**src/smfe_pkg.sv**
```systemverilog
// Constants, carrier types and states for the secure memory serial front end
// Operation
// - Each answer bit on the data pin lasts 372 periods of the clock pin.
// - In synchronous mode host data bits are sampled on the rising edge of the serial clock.
// - In synchronous mode read data bits are launched on the falling edge of the serial clock.
// - Releasing the reset pin sends the 64-bit answer register as a sequence of reset-answer characters.
// - The reset pad is pulled high inside, so an unconnected pad leaves the device in synchronous mode.
// - No reset-answer characters are sent while the device works in synchronous mode.
// - The data pin is shared in both modes and is only ever pulled low, otherwise released.
// - Up to 15 devices share the two-wire bus and each answers only its own address.
// - The 128-byte user memory is four 32-byte zones with their own access rights.
// - Writes take a single byte or a page of up to 16 bytes, followed by internally timed programming.
// - Eight password sets of two 24-bit passwords are held for access checks.
// - Data changes only while the serial clock is low; a change while high is a start or stop.
// - A data fall while the serial clock is high is a start, which opens every command.
package smfe_pkg;
  localparam int          CLK_HZ      = 10_000_000;
  localparam int          US_PER_S    = 1_000_000;
  localparam int          ETU_CLKS    = 372;
  localparam int          T_WR_US     = 5000;
  localparam int          WR_CYC      = T_WR_US * (CLK_HZ / US_PER_S);
  localparam int          ATR_BYTES   = 8;
  localparam int          MEM_BYTES   = 128;
  localparam int          ZONE_BYTES  = 32;
  localparam int          PAGE_BYTES  = 16;
  localparam int          PW_SETS     = 8;
  localparam int          PW_PER_SET  = 2;
  localparam int          PW_BITS     = 24;
  localparam logic [63:0] ATR_DEFAULT = 64'h3b00_0000_0000_0000;
  localparam logic [23:0] PW_DEFAULT  = 24'h000000;
  localparam logic [7:0]  RD_LOCKED   = 8'hff;
  localparam logic [3:0]  NO_ADDR     = 4'h0;
  localparam logic [3:0]  LAST_BIT    = 4'h7;
  localparam logic [3:0]  ACK_SLOT    = 4'h8;
  localparam logic [3:0]  DATA_LAST   = 4'h8;
  localparam logic [3:0]  PAR_IDX     = 4'h9;
  localparam logic [3:0]  CHAR_LAST   = 4'hb;
  localparam int          CMD_ADDR_HI = 7;
  localparam int          CMD_ADDR_LO = 4;
  localparam int          CMD_RW_BIT  = 0;
  localparam logic [1:0]  STRAP_LAST  = 2'h3;

  typedef struct packed {
    logic       scl;
    logic       sda;
    logic       rst;
    logic [3:0] addr;
  } smfe_pins_t;

  typedef enum logic [2:0] {
    ST_IDLE  = 3'h0,
    ST_CMD   = 3'h1,
    ST_ADDR  = 3'h3,
    ST_WDATA = 3'h2,
    ST_RDATA = 3'h6,
    ST_SKIP  = 3'h4
  } smfe_state_t;
endpackage

```
**src/smfe_top.sv**
```systemverilog
// Pin-level front end: reset-answer sender, two-wire slave, user memory, passwords
module smfe_top
  import smfe_pkg::*;
#(
  parameter int           BIT_PERIOD_UNIT       = ETU_CLKS,
  parameter int           WR_CYCLES = WR_CYC,
  parameter logic [63:0]  ATR_VAL   = ATR_DEFAULT,
  parameter logic [23:0]  PW_INIT   = PW_DEFAULT
)(
  input  wire logic        clk_i,
  input  wire logic        rst_b_i,
  input  wire logic        link_clk_i,
  input  wire logic        sda_i,
  input  wire logic        rst_pad_i,
  input  wire logic        rst_pad_drv_i,
  input  wire logic [3:0]  dev_addr_i,
  input  wire logic [3:0]  zone_rd_ok_i,
  input  wire logic [3:0]  zone_wr_ok_i,
  input  wire logic        pw_wr_i,
  input  wire logic        pw_chk_i,
  input  wire logic [2:0]  pw_set_i,
  input  wire logic        pw_idx_i,
  input  wire logic [23:0] pw_val_i,
  output logic             sda_o,
  output logic             sda_oe_b_o,
  output logic             async_mode_o,
  output logic             wr_busy_o,
  output logic             pw_ok_o
);
  localparam int ADDR_W = $clog2(MEM_BYTES);
  localparam int PG_W   = $clog2(PAGE_BYTES);
  localparam int ZN_W   = $clog2(ZONE_BYTES);
  localparam int ETU_W  = $clog2(BIT_PERIOD_UNIT);
  localparam int WR_W   = $clog2(WR_CYCLES);

  function automatic logic [1:0] zone_of(input logic [ADDR_W-1:0] a);
    return 2'(a >> ZN_W);
  endfunction

  function automatic logic atr_low(input logic [7:0] b, input logic [3:0] idx);
    logic [3:0] di;
    di = idx - 4'h1;
    if (idx == 4'h0)
      return 1'b1;
    else if (idx <= DATA_LAST)
      return ~b[di[2:0]];
    else if (idx == PAR_IDX)
      return ~(^b);
    else
      return 1'b0;
  endfunction

  // Pin synchronisers
  smfe_pins_t pin_raw;
  smfe_pins_t pin_s1_r;
  smfe_pins_t pin_s2_r;
  smfe_pins_t pin_s3_r;
  assign pin_raw.scl  = link_clk_i;
  assign pin_raw.sda  = sda_i;
  assign pin_raw.rst  = rst_pad_drv_i ? rst_pad_i : 1'b1;
  assign pin_raw.addr = dev_addr_i;

  always_ff @(posedge clk_i or negedge rst_b_i)
  begin
    if (!rst_b_i)
    begin
      pin_s1_r <= '{scl: 1'b1, sda: 1'b1, rst: 1'b1, addr: NO_ADDR};
      pin_s2_r <= '{scl: 1'b1, sda: 1'b1, rst: 1'b1, addr: NO_ADDR};
      pin_s3_r <= '{scl: 1'b1, sda: 1'b1, rst: 1'b1, addr: NO_ADDR};
    end
    else
    begin
      pin_s1_r <= pin_raw;
      pin_s2_r <= pin_s1_r;
      pin_s3_r <= pin_s2_r;
    end
  end

  wire logic scl_rise = pin_s2_r.scl & ~pin_s3_r.scl;
  wire logic scl_fall = ~pin_s2_r.scl & pin_s3_r.scl;
  wire logic sda_s    = pin_s2_r.sda;
  wire logic rst_s    = pin_s2_r.rst;
  wire logic rst_rise = pin_s2_r.rst & ~pin_s3_r.rst;
  wire logic scl_hi   = pin_s2_r.scl & pin_s3_r.scl;
  wire logic start    = scl_hi & ~pin_s2_r.sda & pin_s3_r.sda;
  wire logic stop     = scl_hi & pin_s2_r.sda & ~pin_s3_r.sda;

  // Strap capture and mode
  logic [3:0] dev_addr_r;
  logic [1:0] strap_cnt_r;
  logic       async_mode_r;
  always_ff @(posedge clk_i or negedge rst_b_i)
  begin
    if (!rst_b_i)
    begin
      dev_addr_r   <= NO_ADDR;
      strap_cnt_r  <= '0;
      async_mode_r <= 1'b0;
    end
    else
    begin
      // Strap taken once the synchroniser holds real pin values
      if (strap_cnt_r != STRAP_LAST)
      begin
        strap_cnt_r <= strap_cnt_r + 2'h1;
        dev_addr_r  <= pin_s2_r.addr;
      end
      if (!rst_s)
        async_mode_r <= 1'b1;
    end
  end

  // Reset-answer sender
  logic [ETU_W-1:0] etu_cnt_r;
  logic [2:0]       atr_byte_r;
  logic [3:0]       atr_bit_r;
  logic             atr_busy_r;
  logic             atr_drv_r;
  wire logic        etu_wrap = scl_rise & (etu_cnt_r == ETU_W'(BIT_PERIOD_UNIT - 1));
  wire logic [7:0]  atr_cur  = ATR_VAL[(ATR_BYTES - 1 - int'(atr_byte_r)) * 8 +: 8];
  wire logic [3:0]  atr_nbit = atr_bit_r + 4'h1;

  always_ff @(posedge clk_i or negedge rst_b_i)
  begin
    if (!rst_b_i)
    begin
      etu_cnt_r  <= '0;
      atr_byte_r <= '0;
      atr_bit_r  <= '0;
      atr_busy_r <= 1'b0;
      atr_drv_r  <= 1'b0;
    end
    else if (!rst_s)
    begin
      atr_busy_r <= 1'b0;
      atr_drv_r  <= 1'b0;
    end
    else if (rst_rise && async_mode_r)
    begin
      atr_busy_r <= 1'b1;
      atr_byte_r <= '0;
      atr_bit_r  <= '0;
      etu_cnt_r  <= '0;
      atr_drv_r  <= 1'b1;
    end
    else if (atr_busy_r && scl_rise)
    begin
      if (etu_wrap)
      begin
        etu_cnt_r <= '0;
        if (atr_bit_r == CHAR_LAST)
        begin
          atr_bit_r  <= '0;
          atr_byte_r <= atr_byte_r + 3'h1;
          atr_busy_r <= (atr_byte_r != 3'(ATR_BYTES - 1));
          atr_drv_r  <= (atr_byte_r != 3'(ATR_BYTES - 1));
        end
        else
        begin
          atr_bit_r <= atr_nbit;
          atr_drv_r <= atr_low(atr_cur, atr_nbit);
        end
      end
      else
        etu_cnt_r <= etu_cnt_r + ETU_W'(1);
    end
  end

  // Two-wire slave
  smfe_state_t       st_r;
  logic [3:0]        cnt_r;
  logic [7:0]        sh_r;
  logic [7:0]        out_r;
  logic [ADDR_W-1:0] ptr_r;
  logic              rw_r;
  logic              sync_drv_r;
  logic              wr_busy_r;
  logic [7:0]        mem_r [MEM_BYTES];

  wire logic active   = (st_r != ST_IDLE) && (st_r != ST_SKIP);
  wire logic matched  = (sh_r[CMD_ADDR_HI:CMD_ADDR_LO] == dev_addr_r) && (dev_addr_r != NO_ADDR)
                        && !wr_busy_r;
  wire logic [7:0] rd_byte = zone_rd_ok_i[zone_of(ptr_r)] ? mem_r[ptr_r] : RD_LOCKED;
  wire logic byte_end = scl_fall & active & (cnt_r == LAST_BIT);
  wire logic ack_end  = scl_fall & active & (cnt_r == ACK_SLOT);
  wire logic to_read  = (st_r == ST_RDATA) || ((st_r == ST_CMD) && rw_r);
  wire logic pg_we    = byte_end & (st_r == ST_WDATA);
  wire logic [ADDR_W-1:0] ptr_pg = {ptr_r[ADDR_W-1:PG_W], ptr_r[PG_W-1:0] + PG_W'(1)};

  always_ff @(posedge clk_i or negedge rst_b_i)
  begin
    if (!rst_b_i)
    begin
      st_r       <= ST_IDLE;
      cnt_r      <= '0;
      sh_r       <= '0;
      out_r      <= '0;
      ptr_r      <= '0;
      rw_r       <= 1'b0;
      sync_drv_r <= 1'b0;
    end
    else if (async_mode_r || stop)
    begin
      st_r       <= ST_IDLE;
      sync_drv_r <= 1'b0;
    end
    else if (start)
    begin
      // First fall after start wraps the count to zero
      st_r       <= ST_CMD;
      cnt_r      <= '1;
      sync_drv_r <= 1'b0;
    end
    else if (scl_rise && active)
    begin
      if (cnt_r != ACK_SLOT)
        sh_r <= {sh_r[6:0], sda_s};
      else if (st_r == ST_RDATA && sda_s)
        st_r <= ST_SKIP;
    end
    else if (byte_end)
    begin
      cnt_r <= ACK_SLOT;
      case (st_r)
        ST_CMD:
        begin
          rw_r       <= sh_r[CMD_RW_BIT];
          sync_drv_r <= matched;
          if (!matched)
            st_r <= ST_SKIP;
        end
        ST_ADDR:
        begin
          ptr_r      <= sh_r[ADDR_W-1:0];
          sync_drv_r <= 1'b1;
        end
        ST_WDATA:
        begin
          ptr_r      <= ptr_pg;
          sync_drv_r <= 1'b1;
        end
        default: sync_drv_r <= 1'b0;
      endcase
    end
    else if (ack_end)
    begin
      cnt_r <= '0;
      if (to_read)
      begin
        st_r       <= ST_RDATA;
        out_r      <= {rd_byte[6:0], 1'b1};
        sync_drv_r <= ~rd_byte[7];
        ptr_r      <= ptr_r + ADDR_W'(1);
      end
      else
      begin
        st_r       <= (st_r == ST_CMD) ? ST_ADDR : ST_WDATA;
        sync_drv_r <= 1'b0;
      end
    end
    else if (scl_fall && active)
    begin
      cnt_r <= cnt_r + 4'h1;
      if (st_r == ST_RDATA)
      begin
        sync_drv_r <= ~out_r[7];
        out_r      <= {out_r[6:0], 1'b1};
      end
    end
  end

  // Page buffer and self-timed programming
  logic [7:0]            pg_data_r [PAGE_BYTES];
  logic [PAGE_BYTES-1:0] pg_vld_r;
  logic [ADDR_W-PG_W-1:0] pg_base_r;
  logic [WR_W-1:0]       wr_cnt_r;
  wire logic wr_go   = stop & !async_mode_r & (st_r == ST_WDATA) & (|pg_vld_r) & !wr_busy_r;
  wire logic wr_done = wr_busy_r & (wr_cnt_r == WR_W'(WR_CYCLES - 1));

  always_ff @(posedge clk_i or negedge rst_b_i)
  begin
    if (!rst_b_i)
    begin
      pg_vld_r  <= '0;
      pg_base_r <= '0;
      wr_cnt_r  <= '0;
      wr_busy_r <= 1'b0;
    end
    else if (wr_go)
    begin
      wr_busy_r <= 1'b1;
      wr_cnt_r  <= '0;
      pg_base_r <= ptr_r[ADDR_W-1:PG_W];
    end
    else if (wr_busy_r)
    begin
      wr_cnt_r <= wr_cnt_r + WR_W'(1);
      if (wr_done)
      begin
        wr_busy_r <= 1'b0;
        pg_vld_r  <= '0;
      end
    end
    else if (start)
      pg_vld_r <= '0;
    else if (pg_we)
      pg_vld_r[ptr_r[PG_W-1:0]] <= 1'b1;
  end

  always_ff @(posedge clk_i)
  begin
    if (pg_we && !wr_busy_r)
      pg_data_r[ptr_r[PG_W-1:0]] <= sh_r;
  end

  genvar gi;
  generate
    for (gi = 0; gi < MEM_BYTES; gi++)
    begin : g_commit
      localparam logic [ADDR_W-1:0] DST = ADDR_W'(gi);
      wire logic wr_hit = wr_done && (pg_base_r == DST[ADDR_W-1:PG_W]) && pg_vld_r[DST[PG_W-1:0]]
                          && zone_wr_ok_i[zone_of(DST)];
      always_ff @(posedge clk_i or negedge rst_b_i)
      begin
        if (!rst_b_i)
          mem_r[gi] <= '0;
        else if (wr_hit)
          mem_r[gi] <= pg_data_r[DST[PG_W-1:0]];
      end
    end
  endgenerate

  // Password store
  logic [PW_BITS-1:0] pw_r [PW_SETS][PW_PER_SET];
  always_ff @(posedge clk_i or negedge rst_b_i)
  begin
    if (!rst_b_i)
    begin
      pw_ok_o <= 1'b0;
      for (int s = 0; s < PW_SETS; s++)
        for (int k = 0; k < PW_PER_SET; k++)
          pw_r[s][k] <= PW_INIT;
    end
    else
    begin
      if (pw_wr_i)
        pw_r[pw_set_i][pw_idx_i] <= pw_val_i;
      if (pw_chk_i)
        pw_ok_o <= (pw_r[pw_set_i][pw_idx_i] == pw_val_i);
    end
  end

  // Open-drain pin and status outputs
  always_ff @(posedge clk_i or negedge rst_b_i)
  begin
    if (!rst_b_i)
    begin
      sda_o        <= 1'b0;
      sda_oe_b_o   <= 1'b1;
      async_mode_o <= 1'b0;
      wr_busy_o    <= 1'b0;
    end
    else
    begin
      sda_o        <= 1'b0;
      sda_oe_b_o   <= ~(sync_drv_r | atr_drv_r);
      async_mode_o <= async_mode_r;
      wr_busy_o    <= wr_busy_r;
    end
  end

  // Checks
  property p_etu_len;
    @(posedge clk_i) disable iff (!rst_b_i)
    ($changed(atr_drv_r) && atr_busy_r && $past(atr_busy_r) && $past(rst_s)) |-> $past(etu_wrap);
  endproperty
  a_etu_len: assert property (p_etu_len) else $error("answer bit changed off a bit period edge");

  property p_sample_rise;
    @(posedge clk_i) disable iff (!rst_b_i)
    ($changed(sh_r) && !$past(async_mode_r)) |-> $past(scl_rise);
  endproperty
  a_sample_rise: assert property (p_sample_rise) else $error("data shifted in without clock rise");

  property p_launch_fall;
    @(posedge clk_i) disable iff (!rst_b_i)
    ($rose(sync_drv_r) && $past(st_r) == ST_RDATA) |-> $past(scl_fall);
  endproperty
  a_launch_fall: assert property (p_launch_fall) else $error("read bit launched without clock fall");

  property p_atr_len;
    @(posedge clk_i) disable iff (!rst_b_i)
    ($fell(atr_busy_r) && rst_s) |-> ($past(atr_byte_r) == 3'(ATR_BYTES - 1) && $past(atr_bit_r) == CHAR_LAST);
  endproperty
  a_atr_len: assert property (p_atr_len) else $error("answer sequence ended early");

  property p_mode_pull;
    @(posedge clk_i) disable iff (!rst_b_i)
    $rose(async_mode_r) |-> !$past(rst_s);
  endproperty
  a_mode_pull: assert property (p_mode_pull) else $error("async mode without reset pad low");

  property p_no_atr_sync;
    @(posedge clk_i) disable iff (!rst_b_i)
    !async_mode_r |-> (!atr_busy_r && !atr_drv_r);
  endproperty
  a_no_atr_sync: assert property (p_no_atr_sync) else $error("answer sent in synchronous mode");

  property p_drive_low;
    @(posedge clk_i) disable iff (!rst_b_i)
    (!sda_o) and (!sda_oe_b_o |-> $past(sync_drv_r | atr_drv_r));
  endproperty
  a_drive_low: assert property (p_drive_low) else $error("data pin driven high or without cause");

  property p_addr_ack;
    @(posedge clk_i) disable iff (!rst_b_i)
    (byte_end && st_r == ST_CMD && !async_mode_r && !stop && !start) |=> (sync_drv_r == $past(matched));
  endproperty
  a_addr_ack: assert property (p_addr_ack) else $error("ack does not follow address match");

  property p_wr_time;
    @(posedge clk_i) disable iff (!rst_b_i)
    (wr_busy_r && !wr_done) |=> wr_busy_r;
  endproperty
  a_wr_time: assert property (p_wr_time) else $error("programming ended before its time");
endmodule

```
**config.mk**
```make
export PLATFORM = sky130hd
export DESIGN_NAME = smfe_top
export DESIGN_NICKNAME = d
export VERILOG_FILES = /design/src/smfe_pkg.sv /design/src/smfe_top.sv
export SDC_FILE = /design/constraint.sdc
export NUM_CORES = 2
export LEC_CHECK = 0
export BUFFER_PORTS_ARGS = -buffer_cell sky130_fd_sc_hd__buf_4
export CORE_MARGIN = 1.5
export CORE_UTILIZATION = 30
export CTS_CLUSTER_DIAMETER = 150
export CTS_CLUSTER_SIZE = 14
export DETAILED_ROUTE_END_ITERATION = 10
export GPL_TIMING_DRIVEN = 1
export MAX_ROUTING_LAYER = met4
export SYNTH_ARGS = -nofsm -noshare
export SYNTH_HDL_FRONTEND = slang
export SYNTH_SLANG_ARGS = --single-unit
export TNS_END_PERCENT = 30
```
**constraint.sdc**
```tcl
create_clock -name clk_i -period 3.15 [get_ports clk_i]
set_input_delay 0.315 -clock clk_i [delete_from_list [all_inputs] [get_ports clk_i]]
set_output_delay 0.315 -clock clk_i [all_outputs]
set_load 0.1 [all_outputs]
```
==> metrics.txt <==
Post-Route WL roughly 240000 um; Seq cells post-synth ~1700; number of DRC markers in iteration 0 between 4000 and 5000; Unique masters post-synth 76; Seq. cell area 42000 um2; Peak supply drop 0.455 mV; CORE AREA 243000 um2; commonest non-fill, non-tap cell in the layout dfrtp_1; number of H-tree levels 4; slew at the pin closest to its max-slew limit 1.29 ns; Yosys warning total 0; Int Pwr between 0.03 and 0.04 W; Initial Util 30.2%; Via density around 5.4; clk slew on worst S/H paths 0.07 ns; Reg power frac 54.5%; RSZ-0062 raised after global routing false; Port Buffers 51; placed insts between 8000 and 9000; Critical-path top delay cell nand2_1; drt pass-1 iters 6; Cells after Synth 4766; Crit Path Max Fanout 16; Yosys top cell by area dfrtp_1; setup ws final 0.137 ns; CTS root buf clkbuf_16; largest stage delay on the critical path 0.58 ns; CTS tree yes; nets 5096; static leakage 37.4 nW; post-CTS sizing 0; Worst Path Required 3.84 ns; DRC violations left 0; GR Overflow Total 0; setup TNS 0 ns; Num CTS Buffers 136; final hold slack 0.0945 ns; Post-synth EDFFs 128; dominant cells by area after synthesis dfrtp_1 52%, mux2_2 23%, mux4_2 9.2%; Max Clk Rate about 330 MHz; post-placement setup slack approximately 0.07 ns; Mapped Avg Cell Area 15.4 um2; HPWL Detailed 163000 um; CP startpoint kind flip-flop; Clock Power Share 38.2%; predominant post-synthesis flop cell dfrtp_1; max-slew violation count 0; most frequent cells in the layout 1508 x dfrtp_1, 1469 x mux2_2, 300 x mux4_2; Mapped Nets 4828; Skew-Pair Late Insertion Delay ~0.83 ns; NetSw 0.0104 W; relative slew slack 14.3%; Max-Cap Viols 0; area of the multi-input gates between 30000 and 40000 um2; Finished Layout Cells ~8300; Cell Pwr Density 508 nW/um2; post-synth top area share 51.6%; via count 45200; clock sinks around 1700; largest net degree at the start of global routing between 100 and 150; Post-Syn Area 73300 um2; antenna violations before repair 14; Critical Path AT 3.71 ns; Sw Share 24.4%; CP Cell Sequence ha_1, nand2_1, nor2_2, nand3_1, nor2_1, nand2_1, nor2_2, buf_4, nand2_1, mux2_2; routability cong. 0.917; CP endpoint kind flip-flop; Layout Skew 0.0715 ns; hold crit path type in -> async; Seq/Total Area, Yosys 57.2%; die width 497 um; Hold Violations, Final 0; cell seen most often among critical-path stages nand2_1; part of the cycle the worst path needs 95.7%; area delta synth->final 14.3%; combinational power share 7.4%; CTS Buffer Depth 3; row count 181; share of layout cells above drive strength 1 46.2%; outcome finished, final reports clean; Crit Path Category reg -> reg; Ports 53; number of global-route vias before repair 46100; fill cell count around 23000; drt wl/cell 29.0 um; Setup Fix Bufs, Post-CTS 0; minimum clock period 3.01 ns; DIE AREA 247000 um2; die extent in y 497 um; FFs w/ async S/R, synth 92.2%; Post-DRT Antenna Nets 0; GRT Overall Usage 19.8%; first-pass GRT wire length 348000 um; final setup fails 0
## Yosys cell counts (11+ instances only)
master,number
and3_1,21
nand2_2,40
mux4_2,300
mux2_2,1469
clkbuf_1,114
a21oi_1,76
inv_1,17
nor2b_1,27
a22oi_1,35
nand4_1,13
nor3_1,16
a32oi_1,12
xnor2_1,16
a31oi_1,41
buf_4,31
nand3_1,54
a211oi_1,16
buf_1,20
o211ai_1,11
ha_1,14
a221o_1,15
mux2i_1,106
buf_2,75
o21ai_0,62
xor2_1,18
nor2_1,93
a221oi_1,29
nand2_1,199
nand2b_1,13
edfxtp_1,128
a22o_1,16
dfrtp_1,1512
## power groups by stage
stage	combinational, W	clock, W	sequential (W)
finish	0.00314	0.0163	0.0232
global route	0.00344	0.0174	0.0234
CTS	0.00317	0.0166	0.0232
detailed placement	0.00313	0	0.0236
global placement	0.00304	0	0.0236
floorplan	0.00196	0	0.0234
## layer usage
metal | vias up | global-route usage, % | part of all wire (%)
met5 | - | - | 0
met4 | 0 | 7.25 | 4.0
met3 | 399 | 2.87 | 6.0
met2 | 1666 | 30.5 | 47
met1 | 24700 | 26.6 | 43
li1 | 18400 | - | -
## metrics by stage
stage	cell area, um2	total power (W)	util (%)
6_report	83900	0.0426	34.5
4_1_cts	83900	0.0430	34.5
2_1_floorplan	73300	0.0254	-
5_1_grt	83900	0.0442	34.5
3_3_place_gp	79600	0.0266	32.7
3_5_place_dp	79600	0.0267	32.7
## worst max-delay path, delay by kind of cell (launching register included)
family,cells,cell delay [ns]
mux,1,0.48
fa+ha+maj,1,0.19
simple gates,7,1.50
flops,1,0.38
buf+inv,1,0.33
## flip-flops by register name, indices dropped and copies added, names as in the netlist, 2 cells and up
name         count
pg_base_r        3
cnt_r            4
etu_cnt_r        9
pw_r           384
wr_cnt_r        16
st_r             3
out_r            8
atr_byte_r       3
strap_cnt_r      2
pin_s2_r         5
mem_r         1024
ptr_r            7
dev_addr_r       4
sh_r             8
pin_s3_r         3
atr_bit_r        4
pg_data_r      128
pin_s1_r         7
pg_vld_r        16
## cells by family (layout without fill, tap and decap cells)
kind of cell             Yosys count  after routing  synth area share (%)
multiplexers                    1876           1876                  33.2
AO/OA/AOI/OAI                    389            389                  3.68
XOR/XNOR                          34             34                 0.406
flip-flops                      1650           1650                  57.2
adder cells (fa/ha/maj)           14             14                 0.239
other                              1              6               0.00511
buffers and inverters            267            598                  1.73
AND/OR/NAND/NOR                  535            535                  3.53
## worst paths after layout
check	startpoint	endpoint	slack, ns	depth (start not counted)
worst min-delay path	rst_b_i	mem_r[232]$_DFFE_PN0P_	0.09	2
worst max register to register	wr_cnt_r[0]$_DFFE_PN0P_	mem_r[557]$_DFFE_PN0P_	0.14	10
worst max-delay path	wr_cnt_r[0]$_DFFE_PN0P_	mem_r[557]$_DFFE_PN0P_	0.14	10
min in group clk_i	link_clk_i	pin_s1_r[6]$_DFF_PN1_	0.16	2
worst min register to register	pin_s1_r[0]$_DFF_PN0_	pin_s2_r[0]$_DFF_PN0_	0.34	0
max in group asynchronous	rst_b_i	ptr_r[0]$_DFFE_PN0P_	1.75	4
## repair_timing
| item | 4_1_cts | 5_1_grt |
|---|---|---|
| hold buffers | 34 | 0 |
| endpoints found under the setup margin | 0 | 0 |
| endpoints found under the hold margin | 1302 | 0 |
## final cells by class
class,instances,area share [%]
Sequential cell,1650,50.0
Multi-Input combinational cell,2849,36.0
Tap cell,3202,4.78
Timing Repair Buffer,378,4.37
Clock buffer,186,4.31
Clock inverter,15,0.370
Inverter,19,0.0850
Antenna cell,5,0.0149
No activity file was read; power rests on OpenSTA's default activity.
